File: config.mk
export PLATFORM = sky130hd
export DESIGN_NAME = dpc_top
export DESIGN_NICKNAME = d
export VERILOG_FILES = /design/src/include/dpc_pkg.sv /design/src/verilog/dpc_top.sv
export VERILOG_INCLUDE_DIRS = /design/src /design/src/include
export SDC_FILE = /design/constraint.sdc
export NUM_CORES = 1
export LEC_CHECK = 0
export BUFFER_PORTS_ARGS = -buffer_cell sky130_fd_sc_hd__buf_4
export CORE_ASPECT_RATIO = 1.25
export CORE_MARGIN = 2
export CORE_UTILIZATION = 40
export DETAILED_ROUTE_END_ITERATION = 7
export GPL_ROUTABILITY_DRIVEN = 0
export PLACE_DENSITY = 0.57
export SLEW_MARGIN = 20
export SYNTH_ARGS = -nofsm -noshare
export SYNTH_HDL_FRONTEND = slang
export SYNTH_SLANG_ARGS = --single-unit
File: constraint.sdc
create_clock -name clock_i -period 4.9 [get_ports clock_i]
set_clock_uncertainty 0.2 [all_clocks]
set_input_delay 0.245 -clock clock_i [delete_from_list [all_inputs] [get_ports clock_i]]
set_output_delay 0.245 -clock clock_i [all_outputs]
set_load 0.01 [all_outputs]
File: src/include/dpc_regs.svh
// constants for the dual pll program control block
// assumes a 250 MHz core clock that also stands for the reference clock
// Operation
// - serial word held in 24-bit shift register
// - stop bit loads word into addressed register; code skips a power-down word whose value is zero
// - extra bits after full register: discard, error
// - handled word rearms unlock; faulty word errors
// - word holds index, feedback, divider, reference fields
// - first index bit MSB, last reference bit LSB
// - feedback divide N'+3, reference divide M'+2
// - output divide by two to divider select
// - index 1110 turns video clock off only
// - index 1111 feeds video from memory vco
// - low pin, bit clear: vcos off, video high
// - mode one: memory clock is reference over divisor
// - power-down divisor is 34 minus twice value
// - mode two stops outputs, oscillator, keeps registers
// - pin high leaves either power-down mode
// - five high-data rising edges, then low, unlock
// - start, 21 data, 3 address, stop bit
// - complement of each bit at prior falling edge; code checks only the 24 word bits, stop bit high at both edges
// - watchdog restarts on transitions, expiry relocks, discards
`ifndef DPC_REGS_SVH
`define DPC_REGS_SVH
`define DPC_SR_BITS 24
`define DPC_SR_LAST 5'h17
`define DPC_UNLOCK_ONES 3'h5
`define DPC_IDX_HI 20
`define DPC_IDX_LO 17
`define DPC_N_HI 16
`define DPC_N_LO 10
`define DPC_R_HI 9
`define DPC_R_LO 7
`define DPC_M_HI 6
`define DPC_M_LO 0
`define DPC_N_ADD 8'h03
`define DPC_M_ADD 8'h02
`define DPC_IDX_VID_OFF 4'hE
`define DPC_IDX_VID_MUX 4'hF
`define DPC_ADDR_MEM 3'h3
`define DPC_ADDR_PD_DIV 3'h4
`define DPC_ADDR_CTRL 3'h6
`define DPC_CTL_PS_MEM 3
`define DPC_CTL_PD2 4
`define DPC_CTL_RST 21'h000000
`define DPC_VCO_RST 21'h000000
`define DPC_PD_DIV_RST 4'h8
`define DPC_PD_DIV_BASE 6'h22
`define DPC_PRESCALE_LO 3'h2
`define DPC_PRESCALE_HI 3'h4
`define DPC_CLK_MHZ 250
`define DPC_WDOG_MS 2
`define DPC_WDOG_CYCLES (`DPC_WDOG_MS * `DPC_CLK_MHZ * 1000)
`endif

File: src/include/dpc_pkg.sv
// types for the dual pll program control block
// assumes dpc_regs.svh is compiled alongside
package dpc_pkg;
   typedef enum logic [1:0] {
      ST_LOCK = 2'b00,
      ST_SHIFT = 2'b01,
      ST_FULL = 2'b11
   } dpc_state_e;
   typedef enum logic [1:0] {
      PD_NONE = 2'b00,
      PD_MODE1 = 2'b01,
      PD_MODE2 = 2'b11
   } dpc_pd_e;
endpackage : dpc_pkg

File: src/verilog/dpc_top.sv
// serial programming, register file, dividers and power-down control
// assumes vco ticks arrive as one-cycle pulses on clock_i; pins are async
`timescale 1ns/10ps
`default_nettype none
`include "dpc_regs.svh"
module dpc_top import dpc_pkg::*; #(
   parameter int unsigned WDOG_CYCLES = `DPC_WDOG_CYCLES
) (
   // clock and reset
   input wire logic clock_i,
   input wire logic rst_b_i,
   // pins
   input wire logic ser_clk_i,
   input wire logic ser_data_i,
   input wire logic power_down_pin_i,
   // video register choice and vco ticks
   input wire logic [1:0] video_reg_sel_i,
   input wire logic video_vco_tick_i,
   input wire logic memory_vco_tick_i,
   // clock outputs
   output logic video_clock_out_o,
   output logic memory_clock_out_o,
   output logic video_vco_enable_o,
   output logic memory_vco_enable_o,
   output logic ref_osc_enable_o,
   // pll settings
   output logic [7:0] video_fb_div_o,
   output logic [7:0] video_ref_div_o,
   output logic [2:0] video_prescale_o,
   output logic [2:0] video_post_sel_o,
   output logic [7:0] memory_fb_div_o,
   output logic [7:0] memory_ref_div_o,
   output logic [2:0] memory_prescale_o,
   output logic [2:0] memory_post_sel_o,
   // status
   output logic load_pulse_o,
   output logic prog_error_o,
   output logic unlocked_o,
   output logic [1:0] pd_mode_o,
   output logic [5:0] pd_divisor_o
);

   if (WDOG_CYCLES < 2 || WDOG_CYCLES > 32'h7FFFFFFF) begin : g_chk
      $error("WDOG_CYCLES out of range");
   end

   function automatic logic [6:0] div_lim(input logic [2:0] sel);
      div_lim = 7'((8'h01 << sel) - 8'h01);
   endfunction : div_lim

   // three-stage pin synchronisers: bit0 clk, bit1 data, bit2 pd
   logic [2:0] sy1_ff, sy2_ff, sy3_ff, flt_ff;
   wire [2:0] sy_eq = ~(sy2_ff ^ sy3_ff);
   wire [2:0] nxt_flt = (sy2_ff & sy_eq) | (flt_ff & ~sy_eq);
   always_ff @(posedge clock_i) begin
      sy1_ff <= {power_down_pin_i, ser_data_i, ser_clk_i};
      sy2_ff <= sy1_ff;
      sy3_ff <= sy2_ff;
      if (!rst_b_i) flt_ff <= 3'h7;
      else flt_ff <= nxt_flt;
   end
   wire clk_rise = nxt_flt[0] & ~flt_ff[0];
   wire clk_fall = ~nxt_flt[0] & flt_ff[0];
   wire din = nxt_flt[1];
   wire any_trans = nxt_flt[1:0] != flt_ff[1:0];

   // watchdog; idles saturated so a quiet link stays relocked
   logic [31:0] wdog_ff;
   wire [31:0] wdog_lim = 32'(WDOG_CYCLES - 1);
   wire wdog_exp = (wdog_ff == wdog_lim) & ~any_trans;
   always_ff @(posedge clock_i) begin
      if (!rst_b_i || any_trans) wdog_ff <= 32'h00000000;
      else if (wdog_ff != wdog_lim) wdog_ff <= wdog_ff + 32'h00000001;
   end

   // serial state machine
   dpc_state_e state_ff, nxt_state;
   logic [2:0] ones_ff, nxt_ones;
   logic [4:0] cnt_ff, nxt_cnt;
   logic [23:0] sr_ff, nxt_sr;
   logic fall_ff;
   logic load, err;
   logic [1:0] pd_ff;
   wire pd_active = pd_ff != PD_NONE;
   always_comb begin
      nxt_state = state_ff;
      nxt_ones = ones_ff;
      nxt_cnt = cnt_ff;
      nxt_sr = sr_ff;
      load = 1'b0;
      err = 1'b0;
      if (pd_active || wdog_exp) begin
         nxt_state = ST_LOCK;
         nxt_ones = 3'h0;
         nxt_sr = 24'h000000;
      end else if (clk_rise) begin
         case (state_ff)
            ST_LOCK: begin
               if (din) begin
                  if (ones_ff != `DPC_UNLOCK_ONES) nxt_ones = ones_ff + 3'h1;
               end else if (ones_ff == `DPC_UNLOCK_ONES) begin
                  nxt_state = ST_SHIFT; // low edge is the start bit
                  nxt_cnt = 5'h00;
                  nxt_ones = 3'h0;
               end else begin
                  nxt_ones = 3'h0;
               end
            end
            ST_SHIFT: begin
               if (din != fall_ff) begin
                  nxt_sr = {sr_ff[22:0], din};
                  nxt_cnt = cnt_ff + 5'h01;
                  if (cnt_ff == `DPC_SR_LAST) nxt_state = ST_FULL;
               end else begin
                  err = 1'b1; // also an early stop
                  nxt_state = ST_LOCK;
                  nxt_sr = 24'h000000;
               end
            end
            ST_FULL: begin
               load = din & fall_ff;
               err = ~load;
               nxt_state = ST_LOCK;
               nxt_sr = 24'h000000;
            end
            default: nxt_state = ST_LOCK;
         endcase
      end
   end
   always_ff @(posedge clock_i) begin
      if (!rst_b_i) begin
         state_ff <= ST_LOCK;
         ones_ff <= 3'h0;
         cnt_ff <= 5'h00;
         sr_ff <= 24'h000000;
         fall_ff <= 1'b0;
      end else begin
         state_ff <= nxt_state;
         ones_ff <= nxt_ones;
         cnt_ff <= nxt_cnt;
         sr_ff <= nxt_sr;
         if (clk_fall) fall_ff <= din;
      end
   end

   // register file, written only by a good stop bit
   wire [2:0] wr_addr = sr_ff[2:0];
   wire [20:0] wr_data = sr_ff[23:3];
   logic [20:0] vreg_ff [3];
   logic [20:0] mreg_ff, ctl_ff;
   logic [3:0] pwr_ff;
   always_ff @(posedge clock_i) begin
      if (!rst_b_i) begin
         vreg_ff <= '{default: `DPC_VCO_RST};
         mreg_ff <= `DPC_VCO_RST;
         ctl_ff <= `DPC_CTL_RST;
         pwr_ff <= `DPC_PD_DIV_RST;
      end else if (load) begin
         if (wr_addr < `DPC_ADDR_MEM) vreg_ff[wr_addr[1:0]] <= wr_data;
         if (wr_addr == `DPC_ADDR_MEM) mreg_ff <= wr_data;
         if (wr_addr == `DPC_ADDR_CTRL) ctl_ff <= wr_data;
         if (wr_addr == `DPC_ADDR_PD_DIV && wr_data[3:0] != 4'h0) begin
            pwr_ff <= wr_data[3:0];
         end
      end
   end

   // field decode; select value 3 falls back to register 2
   wire [1:0] vsel = (video_reg_sel_i == 2'h3) ? 2'h2 : video_reg_sel_i;
   wire [20:0] vword = vreg_ff[vsel];
   wire [3:0] vidx = vword[`DPC_IDX_HI:`DPC_IDX_LO];
   wire vid_off = vidx == `DPC_IDX_VID_OFF;
   wire vid_mux = vidx == `DPC_IDX_VID_MUX;
   wire [7:0] v_n = {1'b0, vword[`DPC_N_HI:`DPC_N_LO]} + `DPC_N_ADD;
   wire [7:0] v_m = {1'b0, vword[`DPC_M_HI:`DPC_M_LO]} + `DPC_M_ADD;
   wire [7:0] m_n = {1'b0, mreg_ff[`DPC_N_HI:`DPC_N_LO]} + `DPC_N_ADD;
   wire [7:0] m_m = {1'b0, mreg_ff[`DPC_M_HI:`DPC_M_LO]} + `DPC_M_ADD;
   wire [2:0] v_r = vword[`DPC_R_HI:`DPC_R_LO];
   wire [2:0] m_r = mreg_ff[`DPC_R_HI:`DPC_R_LO];
   wire v_ps = ctl_ff[vsel];
   wire m_ps = ctl_ff[`DPC_CTL_PS_MEM];
   wire [5:0] pd_div = `DPC_PD_DIV_BASE - {1'b0, pwr_ff, 1'b0};

   // power-down mode is chosen at the pin's fall and held until it rises
   always_ff @(posedge clock_i) begin
      if (!rst_b_i || flt_ff[2]) pd_ff <= PD_NONE;
      else if (pd_ff == PD_NONE) begin
         pd_ff <= ctl_ff[`DPC_CTL_PD2] ? PD_MODE2 : PD_MODE1;
      end
   end

   // post dividers on vco ticks; standby clock from the reference
   logic [6:0] vcnt_ff, mcnt_ff;
   logic [4:0] sb_cnt_ff;
   logic sb_clk_ff;
   wire v_tick = vid_mux ? memory_vco_tick_i : video_vco_tick_i;
   wire v_hit = v_tick && vcnt_ff == div_lim(v_r);
   wire m_hit = memory_vco_tick_i && mcnt_ff == div_lim(m_r);
   wire [4:0] sb_half = pd_div[5:1] - 5'h01;
   always_ff @(posedge clock_i) begin
      if (!rst_b_i || pd_active) begin
         vcnt_ff <= 7'h00;
         mcnt_ff <= 7'h00;
      end else begin
         if (v_tick) vcnt_ff <= v_hit ? 7'h00 : vcnt_ff + 7'h01;
         if (memory_vco_tick_i) mcnt_ff <= m_hit ? 7'h00 : mcnt_ff + 7'h01;
      end
      if (!rst_b_i || pd_ff != PD_MODE1) begin
         sb_cnt_ff <= 5'h00;
         sb_clk_ff <= 1'b0;
      end else if (sb_cnt_ff == sb_half) begin
         sb_cnt_ff <= 5'h00;
         sb_clk_ff <= ~sb_clk_ff;
      end else begin
         sb_cnt_ff <= sb_cnt_ff + 5'h01;
      end
   end

   // registered outputs
   always_ff @(posedge clock_i) begin
      if (!rst_b_i) begin
         video_clock_out_o <= 1'b0;
         memory_clock_out_o <= 1'b0;
         video_vco_enable_o <= 1'b0;
         memory_vco_enable_o <= 1'b0;
         ref_osc_enable_o <= 1'b1;
         video_fb_div_o <= 8'h00;
         video_ref_div_o <= 8'h00;
         video_prescale_o <= `DPC_PRESCALE_LO;
         video_post_sel_o <= 3'h0;
         memory_fb_div_o <= 8'h00;
         memory_ref_div_o <= 8'h00;
         memory_prescale_o <= `DPC_PRESCALE_LO;
         memory_post_sel_o <= 3'h0;
         load_pulse_o <= 1'b0;
         prog_error_o <= 1'b0;
      end else begin
         // mode one holds video high, mode two silences everything
         video_clock_out_o <= (pd_ff == PD_MODE1) |
            (~pd_active & ~vid_off & v_hit);
         memory_clock_out_o <= (pd_ff == PD_MODE1) ? sb_clk_ff :
            (~pd_active & m_hit);
         video_vco_enable_o <= ~pd_active & ~vid_off & ~vid_mux;
         memory_vco_enable_o <= ~pd_active;
         ref_osc_enable_o <= pd_ff != PD_MODE2;
         video_fb_div_o <= v_n;
         video_ref_div_o <= v_m;
         video_prescale_o <= v_ps ? `DPC_PRESCALE_HI : `DPC_PRESCALE_LO;
         video_post_sel_o <= v_r;
         memory_fb_div_o <= m_n;
         memory_ref_div_o <= m_m;
         memory_prescale_o <= m_ps ? `DPC_PRESCALE_HI : `DPC_PRESCALE_LO;
         memory_post_sel_o <= m_r;
         load_pulse_o <= load;
         prog_error_o <= err;
      end
   end
   assign unlocked_o = state_ff != ST_LOCK;
   assign pd_mode_o = pd_ff;
   assign pd_divisor_o = pd_div;
endmodule : dpc_top
`default_nettype wire

==> flow_metrics.tcl, run 1 <==
set metrics [dict create \
    critPathLaunch "vreg_ff[50]$_SDFFE_PN0P_" \
    grt_usage_pct 16.8 \
    worst_pin_slew_ps 1010 \
    slew_headroom_pct 32.5 \
    fp.coreArea_um2 25100 \
    ant_nets 0 \
    io-pin-count 69 \
    cpMaxStageDelayCell "or4_4" \
    hp-start "video_reg_sel_i[1]" \
    dpl_cell_area_um2 10900 \
    nNetsFinal 1203 \
    first_pass_iters 5 \
    routedWlPerCell_um 14.8 \
    powerDensity_nw_per_um2 339 \
    synth-seq-cells 239 \
    cp_data_required_time_ps 5090 \
    cts_resized 0 \
    antenna_cells 0 \
    yosys_most_used_dff "dfxtp_1" \
    fmax_mhz 291 \
    postCtsSetupBuffers 0 \
    setup_tns_ps 0 \
    critical_path_class "flip-flop to flip-flop" \
    fillCellCount 2425 \
    setup_viol 0 \
    cts-root-buf "clkbuf_16" \
    power_uw 3970 \
    status "finished clean" \
    cts_sinks 239 \
    max_stage_delay_ps 560 \
    io_buffers 65 \
    rows 65 \
    syn_area_per_cell_um2 8.95 \
    fin_util_pct 46.5 \
    vdd_ir_drop_max_v 0.000212 \
    start_util_pct 40.5 \
    fp.dieH_um 182 \
    synth.most_common_cell "dfxtp_1" \
    viasPerCell 5.10 \
    clk_pin_slew_worst_paths_ps 60 \
    clk_latency_ps 520 \
    clockBufferDepth 3 \
    seq_area_frac_synth_pct 47.1 \
    rsz0062_at_grt "false" \
    die_x_um 147 \
    critical_path.endpoint_type "flip-flop" \
    path_buf_inv 0 \
    synth-async-reset-ratio_pct 0 \
    synth_edf_count 0 \
    dp_hpwl_um 15000 \
    path_cells "mux2_4, o21a_1, or3_1, ha_1, xor2_1, nor4_1, or4_4, nor4_4, o211ai_1" \
    overflow 0 \
    r2r_start "vreg_ff[50]$_SDFFE_PN0P_" \
    synth_warnings 0 \
    drv_cap 0 \
    fin_area_um2 11700 \
    start_kind "flip-flop" \
    leakage_uw 0.00440 \
    cts_tree "done" \
    synth_cell_types 68 \
    yosysTopAreaCellShare_pct 47.1 \
    cts_buffers 25 \
    drc 0 \
    route.vias.total 7781 \
    area_growth_pct 15.0 \
    syn_inst 1136 \
    antenna_found_initial 0 \
    netlist.top_cell.by_area "dfxtp_1" \
    synth_area_leaders "dfxtp_1 (47%), mux2i_1 (8.4%), nor2_1 (6.6%), nand2_1 (3.8%), xor2_1 (2.9%)" \
    period_needed_ps 3430 \
    dieArea_um2 26700 \
    grt_pass1_wl_um 37500 \
    hp-class "input pin to flip-flop" \
    cp.arrival_ps 3620 \
    grt_max_degree 93 \
    routed_wl_um 22600 \
    htreeDepth 1 \
    slew_violations 0 \
    post_route_cells_drive_above_1_share_pct 11.8 \
    drt_iter0_markers 367 \
    hold_violations 0 \
    synth.cell_area_um2 10200 \
    grt_pass1_vias 7330 \
    synthTopCellsByCount "dfxtp_1 (239), nor2_1 (178), nand2_1 (104)" \
    cp_max_fo 12 \
    crit_family "simple AND/OR/NAND/NOR gates" \
    min_period_over_period_pct 70.0 \
]
-- registers in the layout, indices dropped and copies added, names as in the netlist, 4 cells and up, named ones only --
signal	cells
sr_ff	24
sb_cnt_ff	5
memory_ref_div_o	8
pwr_ff	4
memory_fb_div_o	8
video_ref_div_o	8
vreg_ff	63
cnt_ff	5
wdog_ff	32
mcnt_ff	7
ctl_ff	5
video_fb_div_o	8
vcnt_ff	7
mreg_ff	17
-- what timing repair did --
action	in CTS	in global routing
endpoints found under the setup margin	0	0
hold buffers	5	0
endpoints found under the hold margin	17	0
-- report_power, final --
group	total [uW]	internal, uW	switching, uW
Clock	1830	1070	755
Sequential	1980	1960	15.1
Combinational	167	57.6	109
-- final timing paths --
path                                     to  slack (ps)  cells past startpoint
min          video_post_sel_o[1]$_SDFF_PN0_          40                      3
min reg2reg               sy2_ff[1]$_DFF_P_         120                      0
max                 vcnt_ff[1]$_SDFFE_PP0P_        1470                      9
max reg2reg         vcnt_ff[1]$_SDFFE_PP0P_        1470                      9
-- worst min-delay path: cells and delay by family --
family                 cells  cell delay [ps]
buffers and inverters      1              240
AOI/OAI and AO/OA          1              130
and+or+nand+nor            1               90
-- cells in the final DEF, fill, tap and decap left out, types with 25 or more instances in the layout --
| cell type | count |
|---|---|
| inv_1 | 33 |
| nand2_1 | 104 |
| o21ai_0 | 43 |
| clkbuf_16 | 25 |
| a21oi_1 | 33 |
| xnor2_1 | 27 |
| nand3_1 | 43 |
| dfxtp_1 | 239 |
| buf_4 | 71 |
| mux2i_1 | 85 |
| xor2_1 | 34 |
| nor2_1 | 178 |
-- through the flow --
stage	setup WS (ps)	instances	hold WS [ps]
2_1_floorplan	1820	1138	72.7
6_report	1470	1526	35.9
5_1_grt	1300	1526	68.4
3_3_place_gp	1240	1478	118
3_5_place_dp	1130	1478	122
4_1_cts	1450	1526	25.9
-- logic make-up (layout without fill, tap and decap cells) --
| group | count (synthesis) | in the layout | share of synthesized area, % |
|---|---|---|---|
| compound gates | 158 | 158 | 9.92 |
| xor+xnor | 61 | 61 | 5.25 |
| fa+ha+maj | 19 | 19 | 2.34 |
| buf+inv | 102 | 155 | 4.15 |
| flops | 239 | 239 | 47.1 |
| mux | 98 | 98 | 9.84 |
| other cells | 1 | 3 | 0.0369 |
| simple gates | 458 | 458 | 21.4 |
-- final cells by class --
class / instances / area (um2) / share of cell area, %
multi-input cells: 797 / 5000 / 42.8
flip-flops and latches: 239 / 4780 / 40.9
clock buffers: 36 / 687 / 5.87
repair buffers: 76 / 583 / 4.99
well taps: 335 / 419 / 3.58
inverters: 36 / 135 / 1.16
clock inverters: 7 / 85.1 / 0.728
-- per-layer routing --
| metal | global-route usage [%] | up-vias | routed length, um |
|---|---|---|---|
| met4 | 3.73 | 0 | 376 |
| met5 | 0 | - | 0 |
| li1 | - | 3976 | - |
| met3 | 2.45 | 28 | 835 |
| met1 | 22.4 | 3635 | 10800 |
| met2 | 28.8 | 142 | 10600 |
Note: power is estimated with default switching activity, not from simulation.
==> run 2, diff against run 1 <==
==> constraint.sdc (replaced) <==
create_clock -name clock_i -period 3.4 [get_ports clock_i]
set_clock_uncertainty 0.2 [all_clocks]
set_input_delay 0.17 -clock clock_i [delete_from_list [all_inputs] [get_ports clock_i]]
set_output_delay 0.17 -clock clock_i [all_outputs]
set_load 0.01 [all_outputs]
==> run 2 against run 1 <==
  * Worst setup slack got worse by 1300 ps
  * First-iteration DRC count fell by 2.5%
  * Count of clock-buffer cells in the layout rose by 4
  * Non-clock buffer count rose by 14
  * Total power rose by 51%
  * Hold slack improved by 3.3 ps
  * Global-route usage rose by 0.56 points
  * Largest cell class unchanged
  * Largest power group is now the clock network
==> flow_metrics.tcl, run 2 (synthesis results as in run 1) <==
set metrics [dict create \
    start_util_pct 40.5 \
    rows 65 \
    ant_nets 0 \
    grt_pass1_wl_um 38600 \
    grt_usage_pct 17.4 \
    grt_use_met2_pct 30.0 \
    grt_max_degree 93 \
    worst_pin_slew_ps 939 \
    fp.dieH_um 182 \
    period_needed_ps 3280 \
    final_common_cell "dfxtp_1" \
    cts_buffers 26 \
    dieArea_um2 26700 \
    fmax_mhz 305 \
    hp-class "input pin to flip-flop" \
    hold_violations 0 \
    drt_iter0_markers 358 \
    critical_path.endpoint_type "flip-flop" \
    start_kind "flip-flop" \
    status "finished clean" \
    max_stage_delay_ps 330 \
    cp_max_fo 11 \
    cts_tree "done" \
    drc 0 \
    nNetsFinal 1218 \
    min_period_over_period_pct 96.4 \
    cp.arrival_ps 3490 \
    antenna_found_initial 0 \
    cp_data_required_time_ps 3610 \
    vdd_ir_drop_max_v 0.000365 \
    post_route_cells_drive_above_1_share_pct 13.6 \
    routedWlPerCell_um 14.9 \
    routed_wl_um 23000 \
    clk_pin_slew_worst_paths_ps 60 \
    area_growth_pct 17.6 \
    leakage_uw 0.00454 \
    multi_input_area_um2 5010 \
    cts_sinks 239 \
    grt.met1_usage_pct 22.7 \
    setup_tns_ps 0 \
    first_pass_iters 4 \
    drv_cap 0 \
    top_usage_layer "met2" \
    clk_latency_ps 530 \
    route.vias.total 7828 \
    overflow 0 \
    cpMaxStageDelayCell "dfxtp_1" \
    regMostFlops "vreg_ff" \
    fp.coreArea_um2 25100 \
    io_buffers 65 \
    setup_viol 0 \
    fin_util_pct 47.6 \
    critical_path_class "flip-flop to flip-flop" \
    dp_slack_ps 108 \
    grt_pass1_vias 7659 \
    clockBufferDepth 3 \
    top_regs "vreg_ff (63), wdog_ff (32), sr_ff (24)" \
    slew_headroom_pct 37.4 \
    final_cell_mix "dfxtp_1 (239), nor2_1 (178), nand2_1 (104)" \
    viasPerCell 5.07 \
    powerDensity_nw_per_um2 502 \
    slew_violations 0 \
    dp_hpwl_um 15400 \
    path_cells "mux2_4, o21a_4, or3_1, ha_1, buf_4, or3_1, nand4_1, nand4_1, and3_4, nor4_4, buf_4, o211ai_1" \
    hold_ws_ps 39.2 \
    antenna_cells 0 \
    htreeDepth 1 \
    die_x_um 147 \
    grt.met3_usage_pct 2.40 \
    regArea_um2 4780 \
    setup_ws_ps 122 \
    largest_reg_flops 63 \
    cts-root-buf "clkbuf_16" \
    io-pin-count 69 \
    fillCellCount 2459 \
]
==> run 2: cell count changes in the layout (fill, tap and decap cells not counted), sizes merged <==
cell	change
buf	+13
clkbuf	+4
clkinv	-2
dlygate4sd3	+1
inv	+1
==> run 2: area by class of cell <==
cell class              instances  area share (%)
flip-flops and latches        239            40.0
inverters                      36            1.13
well taps                     335            3.50
repair buffers                 90            5.98
clock buffers                  40            6.81
multi-input cells             797            41.9
clock inverters                 6           0.722
==> run 2: final timing paths <==
kind	from	end	slack [ps]	cells past startpoint
hold reg to reg	sy1_ff[1]$_DFF_P_	sy2_ff[1]$_DFF_P_	130	0
hold / removal	video_reg_sel_i[0]	video_post_sel_o[1]$_SDFF_PN0_	40	4
setup / recovery	vreg_ff[50]$_SDFFE_PN0P_	vcnt_ff[1]$_SDFFE_PP0P_	120	12
setup reg to reg	vreg_ff[50]$_SDFFE_PN0P_	vcnt_ff[1]$_SDFFE_PP0P_	120	12
==> run 2: critical path: cells and delay by family (launching register included) <==
family                     cells  cell delay (ps)
muxes                          1              310
AOI/OAI and AO/OA              2              310
adders and majority gates      1              230
buffers and inverters          2              380
DFF                            1              330
and+or+nand+nor                6             1400
==> run 2: layer usage <==
layer  wire length, um  vias to the layer above
li1                  -                     4009
met1             10600                     3665
met2             10800                      118
met3               947                       36
met4               576                        0
met5                 0                        -
==> run 2: what timing repair did <==
action                                  CTS  global route
gates resized for setup                   0             2
endpoints found under the setup margin    0             4
hold endpoints to repair                 27             0
buffers inserted                          0             1
hold buffers                              6             0
==> run 2: metrics by stage <==
stage / instance area, um2 / power, uW / cells
6_report: 12000 / 6010 / 1543
5_1_grt: 12000 / 6230 / 1543
4_1_cts: 11900 / 6090 / 1542
3_5_place_dp: 11000 / 3150 / 1490
3_3_place_gp: 11000 / 3150 / 1490
2_1_floorplan: 10200 / 3080 / 1138
==> run 2: where the power goes <==
part           internal, uW  switching (uW)
combinational          88.7             160
sequential             2830            21.8
clock                  1790            1120
total                  4710            1300
